## src/logic/pfm_pkg.sv

```systemverilog
// Summary of operation
// - Each pin's gate-select field controls emulated power well of pin and its signals.
// - Restricted signals work only with gate-select 00; others accept every setting.
// - Unselected or power-gated input slots present their fixed gated value, except ungated slots, which follow the pin.
// - Ungated signals follow the pin even while the emulated well is off.
// - Gated values are per signal: two-wire and power-good high, others low.
// - Gated value of an output slot never decides what the pin drives.
// - Over-voltage protected pins offer no repeater mode.
// - Debug reset released: debug signals own shared pins, control registers ignored.
// - Debug reset asserted: debug signals cut off, control registers select function.
// - No control register encoding can route the debug port to pins.
// - Debug routing also needs any of debug enable bits 2 to 0 set.
// - Each pin resets to its first listed function, usually GPIO at 0.
// - Gate-select 11 disables the pin's input path.
package pfm_pkg;
  localparam int NUM_PINS  = 8;
  localparam int FN_SLOTS  = 4;
  localparam int FN_W      = 2;
  localparam int PIN_IDX_W = 3;
  localparam int ADDR_W    = 5;
  localparam int DATA_W    = 16;
  localparam int DBG_EN_W  = 3;

  // Control register fields
  localparam int CTRL_OUT_BIT = 0;
  localparam int CTRL_OE_BIT  = 1;
  localparam int CTRL_RPT_BIT = 2;
  localparam int CTRL_PGS_LSB = 4;
  localparam int CTRL_FN_LSB  = 8;
  localparam logic [DATA_W-1:0] CTRL_MASK     = 16'h0337;
  localparam logic [DATA_W-1:0] CTRL_MASK_OVP = 16'h0333;

  // Register addresses; pin control words sit at 0 .. NUM_PINS-1
  localparam logic [ADDR_W-1:0] ADDR_DBG_EN    = 5'h10;
  localparam logic [ADDR_W-1:0] ADDR_PIN_STATE = 5'h11;
  localparam logic [ADDR_W-1:0] ADDR_CFG_ERR   = 5'h12;
  localparam logic [ADDR_W-1:0] ADDR_ROUTE     = 5'h13;
  localparam int DUP_ERR_BIT = 8;

  // Gate-select encodings
  localparam logic [1:0] PGS_ALWAYS = 2'h0;
  localparam logic [1:0] PGS_WELL_A = 2'h1;
  localparam logic [1:0] PGS_WELL_B = 2'h2;
  localparam logic [1:0] PGS_IN_OFF = 2'h3;

  // Slot kinds: bit 0 input capable, bit 1 output capable
  localparam logic [1:0] KIND_NONE  = 2'h0;
  localparam logic [1:0] KIND_IN    = 2'h1;
  localparam logic [1:0] KIND_OUT   = 2'h2;
  localparam logic [1:0] KIND_BIDIR = 2'h3;

  // Per pin tables, pin 7 first, slots fn3..fn0 within a pin
  localparam logic [NUM_PINS-1:0][FN_SLOTS-1:0][1:0] SLOT_KIND = 64'h072F_1F2F_0707_0B07;
  localparam logic [NUM_PINS-1:0][FN_SLOTS-1:0] GATE_VAL   = 32'h0220_0002;
  localparam logic [NUM_PINS-1:0][FN_SLOTS-1:0] PGS00_ONLY = 32'h2000_2022;
  localparam logic [NUM_PINS-1:0][FN_SLOTS-1:0] UNGATED    = 32'h3111_1111;
  localparam logic [NUM_PINS-1:0][FN_W-1:0]     DEFAULT_FN = 16'h4000;
  localparam logic [NUM_PINS-1:0] OVP_PINS = 8'h21;
  localparam logic [NUM_PINS-1:0] DBG_PINS = 8'h60;

  // Signal with a duplicate routing
  localparam int DUP_PRI_PIN = 4;
  localparam logic [FN_W-1:0] DUP_PRI_FN = 2'h2;
  localparam int DUP_ALT_PIN = 6;
  localparam logic [FN_W-1:0] DUP_ALT_FN = 2'h2;
endpackage

```

## src/logic/pfm_pin_mux.sv

```systemverilog
// Chosen here: the plain strobed port and the register offsets.
`timescale 1ns/1ps
module pfm_pin_mux import pfm_pkg::*; (
  // Clock and reset
  input  wire logic                               i_core_clk,
  input  wire logic                               i_reset,

  // Register port
  input  wire logic [ADDR_W-1:0]                  i_addr,
  input  wire logic [DATA_W-1:0]                  i_wr_data,
  input  wire logic                               i_wr_en,
  input  wire logic                               i_rd_en,
  output logic      [DATA_W-1:0]                  o_rd_data,

  // Package pins
  input  wire logic [NUM_PINS-1:0]                i_pin_in,
  output logic      [NUM_PINS-1:0]                o_pin_out,
  output logic      [NUM_PINS-1:0]                o_pin_oe,
  input  wire logic                               i_debug_port_reset_n,

  // Emulated power well states
  input  wire logic                               i_well_a_on,
  input  wire logic                               i_well_b_on,

  // Peripheral side
  input  wire logic [NUM_PINS-1:0][FN_SLOTS-1:0]  i_alt_out,
  input  wire logic [NUM_PINS-1:0][FN_SLOTS-1:0]  i_alt_oe,
  output logic      [NUM_PINS-1:0][FN_SLOTS-1:0]  o_alt_in,

  // Debug port side
  input  wire logic [NUM_PINS-1:0]                i_dbg_out,
  input  wire logic [NUM_PINS-1:0]                i_dbg_oe,
  output logic      [NUM_PINS-1:0]                o_dbg_in,
  output logic                                    o_dbg_route
);

  // Registers
  logic [NUM_PINS-1:0][DATA_W-1:0]   ctrl;
  logic [DBG_EN_W-1:0]               dbg_en;
  logic [NUM_PINS-1:0]               cfg_err;
  logic                              dup_err;
  logic [NUM_PINS-1:0]               gpio_state;

  // Synchronised inputs
  logic [NUM_PINS-1:0]               pin_sync;
  logic                              dbg_rst_n_sync;

  // Combinational
  logic                              dbg_route;
  logic [NUM_PINS-1:0]               next_pin_out;
  logic [NUM_PINS-1:0]               next_pin_oe;
  logic [NUM_PINS-1:0][FN_SLOTS-1:0] next_alt_in;
  logic [NUM_PINS-1:0]               next_dbg_in;
  logic [NUM_PINS-1:0]               next_gpio_in;
  logic [NUM_PINS-1:0]               pgs_viol;
  logic                              dup_both;
  logic                              wr_ctrl;
  logic [NUM_PINS-1:0]               cfg_clr;
  logic                              dup_clr;
  logic [DATA_W-1:0]                 next_rd_data;

  // Pins and the debug reset come from outside the clock domain
  pfm_sync2 #(
    .WIDTH   (NUM_PINS + 1),
    .RST_VAL ({(NUM_PINS + 1){1'h0}})
  ) u_sync (
    .i_core_clk (i_core_clk),
    .i_reset    (i_reset),
    .i_async    ({i_debug_port_reset_n, i_pin_in}),
    .o_sync     ({dbg_rst_n_sync, pin_sync})
  );

  // Debug routing needs the released reset and a nonzero enable field.
  // The control words carry no code for it.
  always_comb begin
    dbg_route = dbg_rst_n_sync && (dbg_en != DBG_EN_W'(0));
  end

  genvar g;
  generate
    for (g = 0; g < NUM_PINS; g++) begin : g_pin
      pfm_pin_slice #(
        .KIND   (SLOT_KIND[g]),
        .GATE   (GATE_VAL[g]),
        .ONLY00 (PGS00_ONLY[g]),
        .UNGATE (UNGATED[g]),
        .OVP    (OVP_PINS[g])
      ) u_slice (
        .i_pin_in       (pin_sync[g]),
        .i_fn           (ctrl[g][CTRL_FN_LSB +: FN_W]),
        .i_pgs          (ctrl[g][CTRL_PGS_LSB +: 2]),
        .i_gpio_out     (ctrl[g][CTRL_OUT_BIT]),
        .i_gpio_oe      (ctrl[g][CTRL_OE_BIT]),
        .i_repeat       (ctrl[g][CTRL_RPT_BIT]),
        .i_well_a_on    (i_well_a_on),
        .i_well_b_on    (i_well_b_on),
        .i_dbg_route    (dbg_route && DBG_PINS[g]),
        .i_dbg_out      (i_dbg_out[g]),
        .i_dbg_oe       (i_dbg_oe[g]),
        .i_alt_out      (i_alt_out[g]),
        .i_alt_oe       (i_alt_oe[g]),
        .o_next_pin_out (next_pin_out[g]),
        .o_next_pin_oe  (next_pin_oe[g]),
        .o_next_slot_in (next_alt_in[g]),
        .o_next_dbg_in  (next_dbg_in[g]),
        .o_next_gpio_in (next_gpio_in[g])
      );
    end
  endgenerate

  // Misconfiguration monitors
  always_comb begin
    for (int p = 0; p < NUM_PINS; p++) begin
      pgs_viol[p] = PGS00_ONLY[p][ctrl[p][CTRL_FN_LSB +: FN_W]]
                    && (ctrl[p][CTRL_PGS_LSB +: 2] != PGS_ALWAYS);
    end
    dup_both = (ctrl[DUP_PRI_PIN][CTRL_FN_LSB +: FN_W] == DUP_PRI_FN)
               && (ctrl[DUP_ALT_PIN][CTRL_FN_LSB +: FN_W] == DUP_ALT_FN);
  end

  // Write decode
  always_comb begin
    wr_ctrl = i_wr_en && (i_addr < ADDR_W'(NUM_PINS));
    cfg_clr = '0;
    dup_clr = 1'h0;
    if (i_wr_en && (i_addr == ADDR_CFG_ERR)) begin
      cfg_clr = i_wr_data[NUM_PINS-1:0];
      dup_clr = i_wr_data[DUP_ERR_BIT];
    end
  end

  // Pin control words
  always_ff @(posedge i_core_clk) begin
    if (i_reset) begin
      for (int p = 0; p < NUM_PINS; p++) begin
        ctrl[p] <= DATA_W'(DEFAULT_FN[p]) << CTRL_FN_LSB;
      end
    end else if (wr_ctrl) begin
      for (int p = 0; p < NUM_PINS; p++) begin
        if (i_addr[PIN_IDX_W-1:0] == PIN_IDX_W'(p)) begin
          // Repeater bit is not stored on protected pins
          ctrl[p] <= i_wr_data & (OVP_PINS[p] ? CTRL_MASK_OVP : CTRL_MASK);
        end
      end
    end
  end

  // Debug enable field
  always_ff @(posedge i_core_clk) begin
    if (i_reset) begin
      dbg_en <= '0;
    end else if (i_wr_en && (i_addr == ADDR_DBG_EN)) begin
      dbg_en <= i_wr_data[DBG_EN_W-1:0];
    end
  end

  // Sticky error flags, write one to clear; a new event beats the clear
  always_ff @(posedge i_core_clk) begin
    if (i_reset) begin
      cfg_err <= '0;
      dup_err <= 1'h0;
    end else begin
      cfg_err <= (cfg_err & ~cfg_clr) | pgs_viol;
      dup_err <= (dup_err && !dup_clr) || dup_both;
    end
  end

  // Registered pin and peripheral side
  always_ff @(posedge i_core_clk) begin
    if (i_reset) begin
      o_pin_out   <= '0;
      o_pin_oe    <= '0;
      o_alt_in    <= GATE_VAL;
      o_dbg_in    <= '0;
      o_dbg_route <= 1'h0;
      gpio_state  <= '0;
    end else begin
      o_pin_out   <= next_pin_out;
      o_pin_oe    <= next_pin_oe;
      o_alt_in    <= next_alt_in;
      o_dbg_in    <= next_dbg_in;
      o_dbg_route <= dbg_route;
      gpio_state  <= next_gpio_in;
    end
  end

  // Read mux; data valid only in the cycle after the strobe
  always_comb begin
    next_rd_data = '0;
    if (i_addr < ADDR_W'(NUM_PINS)) begin
      for (int p = 0; p < NUM_PINS; p++) begin
        if (i_addr[PIN_IDX_W-1:0] == PIN_IDX_W'(p)) begin
          next_rd_data = ctrl[p];
        end
      end
    end else begin
      unique case (i_addr)
        ADDR_DBG_EN: begin
          next_rd_data = DATA_W'(dbg_en);
        end
        ADDR_PIN_STATE: begin
          next_rd_data = DATA_W'(gpio_state);
        end
        ADDR_CFG_ERR: begin
          next_rd_data = DATA_W'(cfg_err);
          next_rd_data[DUP_ERR_BIT] = dup_err;
        end
        ADDR_ROUTE: begin
          next_rd_data = {13'h0000, i_well_b_on, i_well_a_on, dbg_route};
        end
        default: begin
          next_rd_data = '0;
        end
      endcase
    end
  end

  always_ff @(posedge i_core_clk) begin
    if (i_reset) begin
      o_rd_data <= '0;
    end else if (i_rd_en) begin
      o_rd_data <= next_rd_data;
    end else begin
      o_rd_data <= '0;
    end
  end

endmodule

```

## src/logic/pfm_sync2.sv

```systemverilog
`timescale 1ns/1ps
module pfm_sync2 import pfm_pkg::*; #(
  parameter int               WIDTH   = 1,
  parameter logic [WIDTH-1:0] RST_VAL = {WIDTH{1'h0}}
) (
  // Clock and reset
  input  wire logic             i_core_clk,
  input  wire logic             i_reset,
  // Levels
  input  wire logic [WIDTH-1:0] i_async,
  output logic      [WIDTH-1:0] o_sync
);
  logic [WIDTH-1:0] meta;

  always_ff @(posedge i_core_clk) begin
    if (i_reset) begin
      meta   <= RST_VAL;
      o_sync <= RST_VAL;
    end else begin
      meta   <= i_async;
      o_sync <= meta;
    end
  end
endmodule

```

## src/logic/pfm_pin_slice.sv

```systemverilog
`timescale 1ns/1ps
module pfm_pin_slice import pfm_pkg::*; #(
  parameter logic [FN_SLOTS-1:0][1:0] KIND   = 8'h0B,
  parameter logic [FN_SLOTS-1:0]      GATE   = 4'h0,
  parameter logic [FN_SLOTS-1:0]      ONLY00 = 4'h0,
  parameter logic [FN_SLOTS-1:0]      UNGATE = 4'h1,
  parameter logic                     OVP    = 1'h0
) (
  // Pin and control
  input  wire logic                i_pin_in,
  input  wire logic [FN_W-1:0]     i_fn,
  input  wire logic [1:0]          i_pgs,
  input  wire logic                i_gpio_out,
  input  wire logic                i_gpio_oe,
  input  wire logic                i_repeat,
  input  wire logic                i_well_a_on,
  input  wire logic                i_well_b_on,
  // Debug override
  input  wire logic                i_dbg_route,
  input  wire logic                i_dbg_out,
  input  wire logic                i_dbg_oe,
  // Peripheral slots
  input  wire logic [FN_SLOTS-1:0] i_alt_out,
  input  wire logic [FN_SLOTS-1:0] i_alt_oe,
  // Next values
  output logic                     o_next_pin_out,
  output logic                     o_next_pin_oe,
  output logic      [FN_SLOTS-1:0] o_next_slot_in,
  output logic                     o_next_dbg_in,
  output logic                     o_next_gpio_in
);
  logic                well_on;
  logic                in_en;
  logic [FN_SLOTS-1:0] live;

  always_comb begin
    in_en = (i_pgs != PGS_IN_OFF);
    unique case (i_pgs)
      PGS_WELL_A: well_on = i_well_a_on;
      PGS_WELL_B: well_on = i_well_b_on;
      default:    well_on = 1'h1;
    endcase
    o_next_pin_out = 1'h0;
    o_next_pin_oe  = 1'h0;
    for (int s = 0; s < FN_SLOTS; s++) begin
      // Reserved slots have KIND_NONE and never go live
      live[s] = (i_fn == FN_W'(s)) && (KIND[s] != KIND_NONE) && !i_dbg_route
                && (ONLY00[s] ? (i_pgs == PGS_ALWAYS) : well_on);
      if (UNGATE[s]) begin
        o_next_slot_in[s] = in_en ? i_pin_in : GATE[s];
      end else begin
        o_next_slot_in[s] = (live[s] && in_en && KIND[s][0]) ? i_pin_in : GATE[s];
      end
      // Gated value of an output slot stays internal
      if (s != 0 && live[s] && KIND[s][1]) begin
        o_next_pin_out = i_alt_out[s];
        o_next_pin_oe  = i_alt_oe[s];
      end
    end
    if (i_dbg_route) begin
      o_next_pin_out = i_dbg_out;
      o_next_pin_oe  = i_dbg_oe;
    end else if (i_fn == FN_W'(0)) begin
      o_next_pin_out = (i_repeat && !OVP) ? i_pin_in : i_gpio_out;
      o_next_pin_oe  = i_gpio_oe && well_on;
    end
    o_next_dbg_in  = i_dbg_route ? i_pin_in : 1'h0;
    o_next_gpio_in = in_en && i_pin_in;
  end
endmodule

```

## config.mk

```make
export PLATFORM = sky130hd
export DESIGN_NAME = pfm_pin_mux
export DESIGN_NICKNAME = d
export VERILOG_FILES = /design/src/logic/pfm_pkg.sv /design/src/logic/pfm_pin_mux.sv /design/src/logic/pfm_sync2.sv /design/src/logic/pfm_pin_slice.sv
export SDC_FILE = /design/constraint.sdc
export NUM_CORES = 1
export LEC_CHECK = 0
export CAP_MARGIN = 25
export CORE_AREA = 2 2 118 120
export CTS_BUF_LIST = sky130_fd_sc_hd__clkbuf_4
export DETAILED_ROUTE_END_ITERATION = 10
export DIE_AREA = 0 0 120 122
export DONT_BUFFER_PORTS = 1
export GPL_TIMING_DRIVEN = 0
export PLACE_DENSITY_LB_ADDON = 0.25
export SLEW_MARGIN = 20
export SYNTH_ARGS = -nofsm -noshare
export SYNTH_HDL_FRONTEND = slang
export SYNTH_SLANG_ARGS = --single-unit
```

## constraint.sdc

```tcl
create_clock -name i_core_clk -period 1.95 [get_ports i_core_clk]
set_clock_uncertainty 0.15 [all_clocks]
set_input_delay 0.585 -clock i_core_clk [delete_from_list [all_inputs] [get_ports i_core_clk]]
set_output_delay 0.585 -clock i_core_clk [all_outputs]
set_load 0.02 [all_outputs]
```

=== Yosys cells after proc, flatten, opt, wreduce, memory -nomap -nowiden ===
Index checks and enable logic that the tools add are counted.

* Flip-flop bits (word level): 164
* Bits of input ports: 116
* Logic and storage cells: 298
* Output and inout bits: 73

* Bitwise logic cells: 23
* Multiplexer cells: 67
* Magnitude comparators: 9
* Reductions and logical operators: 103
* Eq/ne operators: 45

{| class="wikitable"
|+ Operators by type and width
! kind !! count
|-
| $mux W10 || 6
|-
| $logic_and A1 B1 Y1 || 51
|-
| $mux W16 || 3
|-
| $mux W1 || 40
|-
| $reduce_or A2 Y1 || 20
|-
| $pmux W9 S4 || 1
|-
| $eq A2 B1 Y1 const B || 15
|-
| $lt A2 B3 Y1 const B || 8
|-
| $eq A2 B2 Y1 const B || 11
|-
| $logic_not A2 Y1 || 11
|-
| $eq A5 B5 Y1 const B || 4
|-
| $not A1 Y1 || 20
|-
| $bmux W1 S2 || 8
|-
| $ne A2 B2 Y1 const B || 8
|-
| $pmux W1 S2 || 8
|-
| $reduce_and A2 Y1 || 8
|-
| $reduce_bool A2 Y1 || 8
|-
| $eq A3 B3 Y1 const B || 4
|-
| $and A8 B8 Y8 || 1
|-
| $mux W8 || 1
|-
| $not A8 Y8 || 1
|-
| $or A8 B8 Y8 || 1
|-
| $eq A3 B2 Y1 const B || 2
|-
| $lt A5 B4 Y1 const B || 1
|-
| other kinds (5) || 6
|}

=== Logic depth before layout (Yosys ltp) ===
* Word-level depth: 10
* Depth in mapped cells: 8
* Mapped depth without buffers: 7

=== Modules after synthesis ===
A second synthesis with hierarchy kept.

* Cell total of the unflattened synthesis: 782
* Area, all modules: 7131.8 µm²

{| class="wikitable"
|+ By module, submodules not included
! module !! cells an instance !! seq. area each (µm²) !! area each (µm²) !! times used
|-
| pfm_pin_mux || 565 || 2822.7 || 5275.1 || 1
|-
| pfm_sync2 || 37 || 360.3 || 489.2 || 1
|-
| pfm_pin_slice at g_pin[4].u_slice || 26 || 0.0 || 198.9 || 1
|-
| pfm_pin_slice at g_pin[6].u_slice || 27 || 0.0 || 198.9 || 1
|-
| pfm_pin_slice at g_pin[1].u_slice || 22 || 0.0 || 175.2 || 1
|-
| pfm_pin_slice at g_pin[0].u_slice || 23 || 0.0 || 173.9 || 1
|-
| pfm_pin_slice at g_pin[3].u_slice || 22 || 0.0 || 167.7 || 1
|-
| pfm_pin_slice at g_pin[5].u_slice || 21 || 0.0 || 161.4 || 1
|-
| pfm_pin_slice at g_pin[2].u_slice || 20 || 0.0 || 148.9 || 1
|-
| pfm_pin_slice at g_pin[7].u_slice || 19 || 0.0 || 142.6 || 1
|}

=== Worst setup path after synthesis ===
OpenSTA, ideal clock, no wires.

* Path kind: input port to flip-flop
* From: input i_addr[0]
* To: register ctrl[120] (netlist bit)
* Required time: 1.680 ns
* Stages: 5
* Path slack: -0.017 ns
* Data arrival time: 1.698 ns
* Setup time: 0.120 ns
* Buffers on the path: 2
* Path through: buf_6 > nand3_4 > or4b_4 > buf_6 > a211o_1

* Cells in the longest elaborated chain, start to end: 3
* Elaborated cells on any way between the ends: 4
* Those cells by class: 1 x order compare; 1 x eq/ne; 2 x reduce/logical

{| class="wikitable"
|+ Ends and longest elaborated chain
! element !! line !! text
|-
| from (decl) || pfm_pin_mux.sv:9 || <nowiki>input wire logic [ADDR_W-1:0] i_addr,</nowiki>
|-
| $lt A5 B4 Y1 || pfm_pin_mux.sv:123 || <nowiki>wr_ctrl = i_wr_en && (i_addr < ADDR_W'(NUM_PINS));</nowiki>
|-
| $logic_and A1 B1 Y1 || pfm_pin_mux.sv:123 ||
|-
| $reduce_and A2 Y1 (no line) * || - ||
|-
| to (signal, indexed assignment) || pfm_pin_mux.sv:136 || <nowiki>ctrl[p] <= DATA_W'(DEFAULT_FN[p]) << CTRL_FN_LSB;</nowiki>
|-
| to (signal, indexed assignment) || pfm_pin_mux.sv:142 || <nowiki>ctrl[p] <= i_wr_data & (OVP_PINS[p] ? CTRL_MASK_OVP : CTRL_MASK);</nowiki>
|-
| to (decl) || pfm_pin_mux.sv:38 || <nowiki>logic [NUM_PINS-1:0][DATA_W-1:0] ctrl;</nowiki>
|}

Every way passes the cells marked *; elsewhere a longest branch is shown, timed or not.
A chain may end at the register's enable or synchronous reset.

=== Final worst setup path ===
* From: input i_well_b_on
* To: register o_pin_oe[6]

* Cells in the longest elaborated chain, start to end: 6
* Elaborated cells on any way between the ends: 8
* Those cells by class: 5 x mux; 3 x reduce/logical

{| class="wikitable"
|+ Ends and longest elaborated chain
! element !! line !! text
|-
| from (decl) || pfm_pin_mux.sv:23 || <nowiki>input wire logic i_well_b_on,</nowiki>
|-
| $pmux W1 S2 * || pfm_pin_slice.sv:38 || <nowiki>unique case (i_pgs)</nowiki>
|-
| $logic_and A1 B1 Y1 || pfm_pin_slice.sv:48 || <nowiki>&& (ONLY00[s] ? (i_pgs == PGS_ALWAYS) : well_on);</nowiki>
|-
| $mux W1 (2 in series) || pfm_pin_slice.sv:55 || <nowiki>if (s != 0 && live[s] && KIND[s][1]) begin</nowiki>
|-
| $mux W1 * || pfm_pin_slice.sv:63 || <nowiki>end else if (i_fn == FN_W'(0)) begin</nowiki>
|-
| $mux W1 * || pfm_pin_slice.sv:60 || <nowiki>if (i_dbg_route) begin</nowiki>
|-
| to (signal assigned) || pfm_pin_mux.sv:179 || <nowiki>o_pin_oe <= next_pin_oe;</nowiki>
|-
| to (decl) || pfm_pin_mux.sv:18 || <nowiki>output logic [NUM_PINS-1:0] o_pin_oe,</nowiki>
|}

Marked as above.

==> impl_metrics.py <==
metrics = {
    "grt": {
        "grt_max_degree": 17,
        "busiest_layer": "met2",
        "antenna_found_initial": 1,
        "grt_pass1_wl_mm": 28.27,
        "grt_pass1_vias": 4755,
        "use_met1_pct": 34.11,
        "grt_use_total_pct": 26.79,
        "grtUsageMet3_pct": 7.725,
        "use_met2_pct": 41.76,
        "grt.overflow.total": 0,
    },
    "clocking": {
        "cts_buffers": 17,
        "cts_max_level": 4,
        "clock_sinks": 136,
        "cts_tree": "yes",
        "cts_max_path_buffers": 2,
        "cts_setup_buffers": 0,
        "cts-root-buf": "clkbuf_4",
        "clk_latency_ns": 0.57,
        "clk_pin_slew_worst_paths_ns": 0.11,
    },
    "placement": {
        "place_ws_ns": -1.029,
        "portBuffers": 0,
        "placed_cells": 873,
        "place_congestion": 0.9269,
        "hpwl_mm": 13.71,
    },
    "sta": {
        "worst_slack_ns": 0.08693,
        "rsz0062_at_grt": "no",
        "finalMaxSlewViolations": 0,
        "period_minus_slack_ns": 1.863,
        "hold_violations": 0,
        "post-route-period-util_pct": 95.54,
        "worst_pin_slew_ns": 0.9581,
        "slew_headroom_pct": 36.12,
        "clock.fmax_mhz": 536.7,
        "setup_violations": 0,
        "hold_slack_ns": 0.04336,
    },
    "finish": {
        "layout_commonest_cell": "dfxtp_1",
        "final_core_util_pct": 50.20,
        "final_cell_mix": "134 x dfxtp_1, 72 x nand2_1, 65 x a21oi_1, 49 x nand3_1, 42 x nor2_1",
        "nNetsFinal": 868,
        "layout-drive-gt1-share_pct": 13.47,
        "nFillCells": 1318,
        "fin_cells": 916,
        "area_growth_pct": 11.97,
    },
    "detailed_routing": {
        "via_per_inst": 5.536,
        "via_count": 5071,
        "first_pass_iters": 5,
        "antenna_left": 0,
        "totalWireLength_mm": 19.19,
        "wl_per_cell_um": 20.95,
        "drt_iter0_drc": 442,
        "drc": 0,
    },
    "floorplan": {
        "fp.dieW_um": 120,
        "start_util_pct": 44.83,
        "rows": 43,
        "fp.dieH_um": 122,
        "num_io_pins": 189,
        "die_area_um2": 14640,
        "core_um2": 13500,
    },
    "pwr": {
        "total_power_mw": 5.056,
        "leakagePower_nw": 2.629,
        "power_density_nw_per_um2": 745.9,
        "vdd_drop_max_v": 0.0004342,
    },
    "synth": {
        "synth_area_um2": 6055,
        "synth.yosys.seq_area_share_pct": 44.97,
        "synth_edf_count": 0,
        "yosys_most_used_dff": "dfxtp_1",
        "async_flop_share_pct": 0,
        "ys_types": 47,
        "ys_seq_elements": 136,
        "yosys_warnings": 0,
        "avgSynthCellArea_um2": 9.091,
        "synthCells": 666,
    },
    "worst_setup_path": {
        "cp_max_fo": 9,
        "start_kind": "primary input",
        "crit_type": "in -> reg",
        "worstSetupEndpointType": "register",
        "worstPathArrival_ns": 2.21,
        "timing.rr.end": "o_rd_data[0]",
        "ff2ff_path_depth": 4,
        "r2r-start": "dbg_en[0]",
        "r2r_slack_ns": 0.11,
        "critPathRequiredTime_ns": 2.30,
    },
    "run": {
        "drv_cap": 0,
    },
    "status": {
        "outcome": "complete, no violations",
    },
    "min_path": {
        "whs_path_depth": 2,
        "hold_path_startpoint": "i_dbg_out[5]",
        "hp-class": "in -> reg",
        "min_to": "o_pin_out[5]",
    },
}
## synth_stat cells (all sizes together), types with 4 or more instances
| cell type | number | area share [%] |
|---|---|---|
| o21ai | 8 | 0.66 |
| mux2i | 27 | 4.5 |
| a22oi | 14 | 1.7 |
| buf | 45 | 5.3 |
| clkbuf | 30 | 1.9 |
| nand2b | 6 | 0.62 |
| o22ai | 5 | 0.52 |
| nor2 | 43 | 2.7 |
| and3 | 6 | 0.62 |
| nor3 | 12 | 0.99 |
| inv | 20 | 1.2 |
| nor2b | 27 | 2.8 |
| mux4 | 7 | 2.6 |
| nand2 | 72 | 4.5 |
| nor3b | 21 | 2.7 |
| a21oi | 65 | 5.4 |
| o31ai | 4 | 0.50 |
| ha | 28 | 5.8 |
| dfxtp | 136 | 45 |
| mux2 | 6 | 1.1 |
| nand3 | 50 | 4.3 |
## critical path, cell delays in order
cell and delay, ns:
clkbuf_1 0.69, a221o_1 0.38, nand2_1 0.09, nor3b_1 0.20, o21ai_0 0.11, a21oi_1 0.14
## per-layer routing
metal / part of all wire [%] / wire (µm) / vias up
li1: - / - / 2370
met1: 41 / 7952 / 2413
met2: 46 / 8817 / 244
met3: 8.6 / 1641 / 44
met4: 4.0 / 775 / 0
met5: 0 / 0 / -
## kinds of logic (layout without fill, tap and decap cells)
kind of cell / count (synthesis) / in the layout / share of synthesized area [%]
and+or+nand+nor: 248 / 248 / 20.71
DFF: 136 / 136 / 44.97
AOI/OAI and AO/OA: 118 / 118 / 11.88
buffers and inverters: 95 / 137 / 8.411
muxes: 40 / 40 / 8.183
adders and majority gates: 28 / 28 / 5.786
other: 1 / 29 / 0.06194
## flip-flops by register name, summed over array words and instances (netlist names)
signal	count
o_rd_data	10
ctrl	54
dbg_en	3
o_dbg_route	1
dup_err	1
u_sync.o_sync	9
o_pin_out	8
o_dbg_in	2
o_alt_in	15
cfg_err	8
o_pin_oe	8
gpio_state	8
u_sync.meta	9
## through the flow
stage	area (µm²)	TNS [ns]
after floorplan	6163	0
after global placement	6389	-74.28
after detailed placement	6389	-74.14
after CTS	6761	0
after global routing	6779	0
final	6779	0
## how the worst max path moves through the flow
stage,to,startpoint,cells after the start
6_report,o_pin_oe[6],i_well_b_on,6
5_1_grt,o_pin_oe[6],i_well_b_on,6
2_1_floorplan,ctrl[120],i_addr[2],5
3_3_place_gp,o_alt_in[28],i_reset,4
4_1_cts,ctrl[105],i_reset,4
3_5_place_dp,o_alt_in[0],i_reset,4
## repair_timing
action,CTS,global route
hold endpoints to repair,12,0
setup endpoints to repair,61,42
resized for setup,5,7
hold buffers,12,0
## cell type report
cell class | count | area [µm²] | share of cell area [%]
Tap cell | 180 | 225.2 | 3.322
Sequential cell | 136 | 2725 | 40.20
Clock inverter | 12 | 111.4 | 1.643
Inverter | 20 | 75.07 | 1.107
Timing Repair Buffer | 12 | 120.1 | 1.772
Multi-Input combinational cell | 462 | 2935 | 43.30
Buffer | 75 | 449.2 | 6.626
Clock buffer | 18 | 135.1 | 1.993
Antenna cell | 1 | 2.502 | 0.03691
## power breakdown
group | switching, mW | total [mW] | internal (mW) | leakage (nW)
clock | 1.02 | 1.75 | 0.734 | 0.137
sequential | 0.0370 | 2.85 | 2.82 | 1.10
combinational | 0.300 | 0.454 | 0.154 | 1.39
Note: power is estimated with default switching activity, not from simulation.
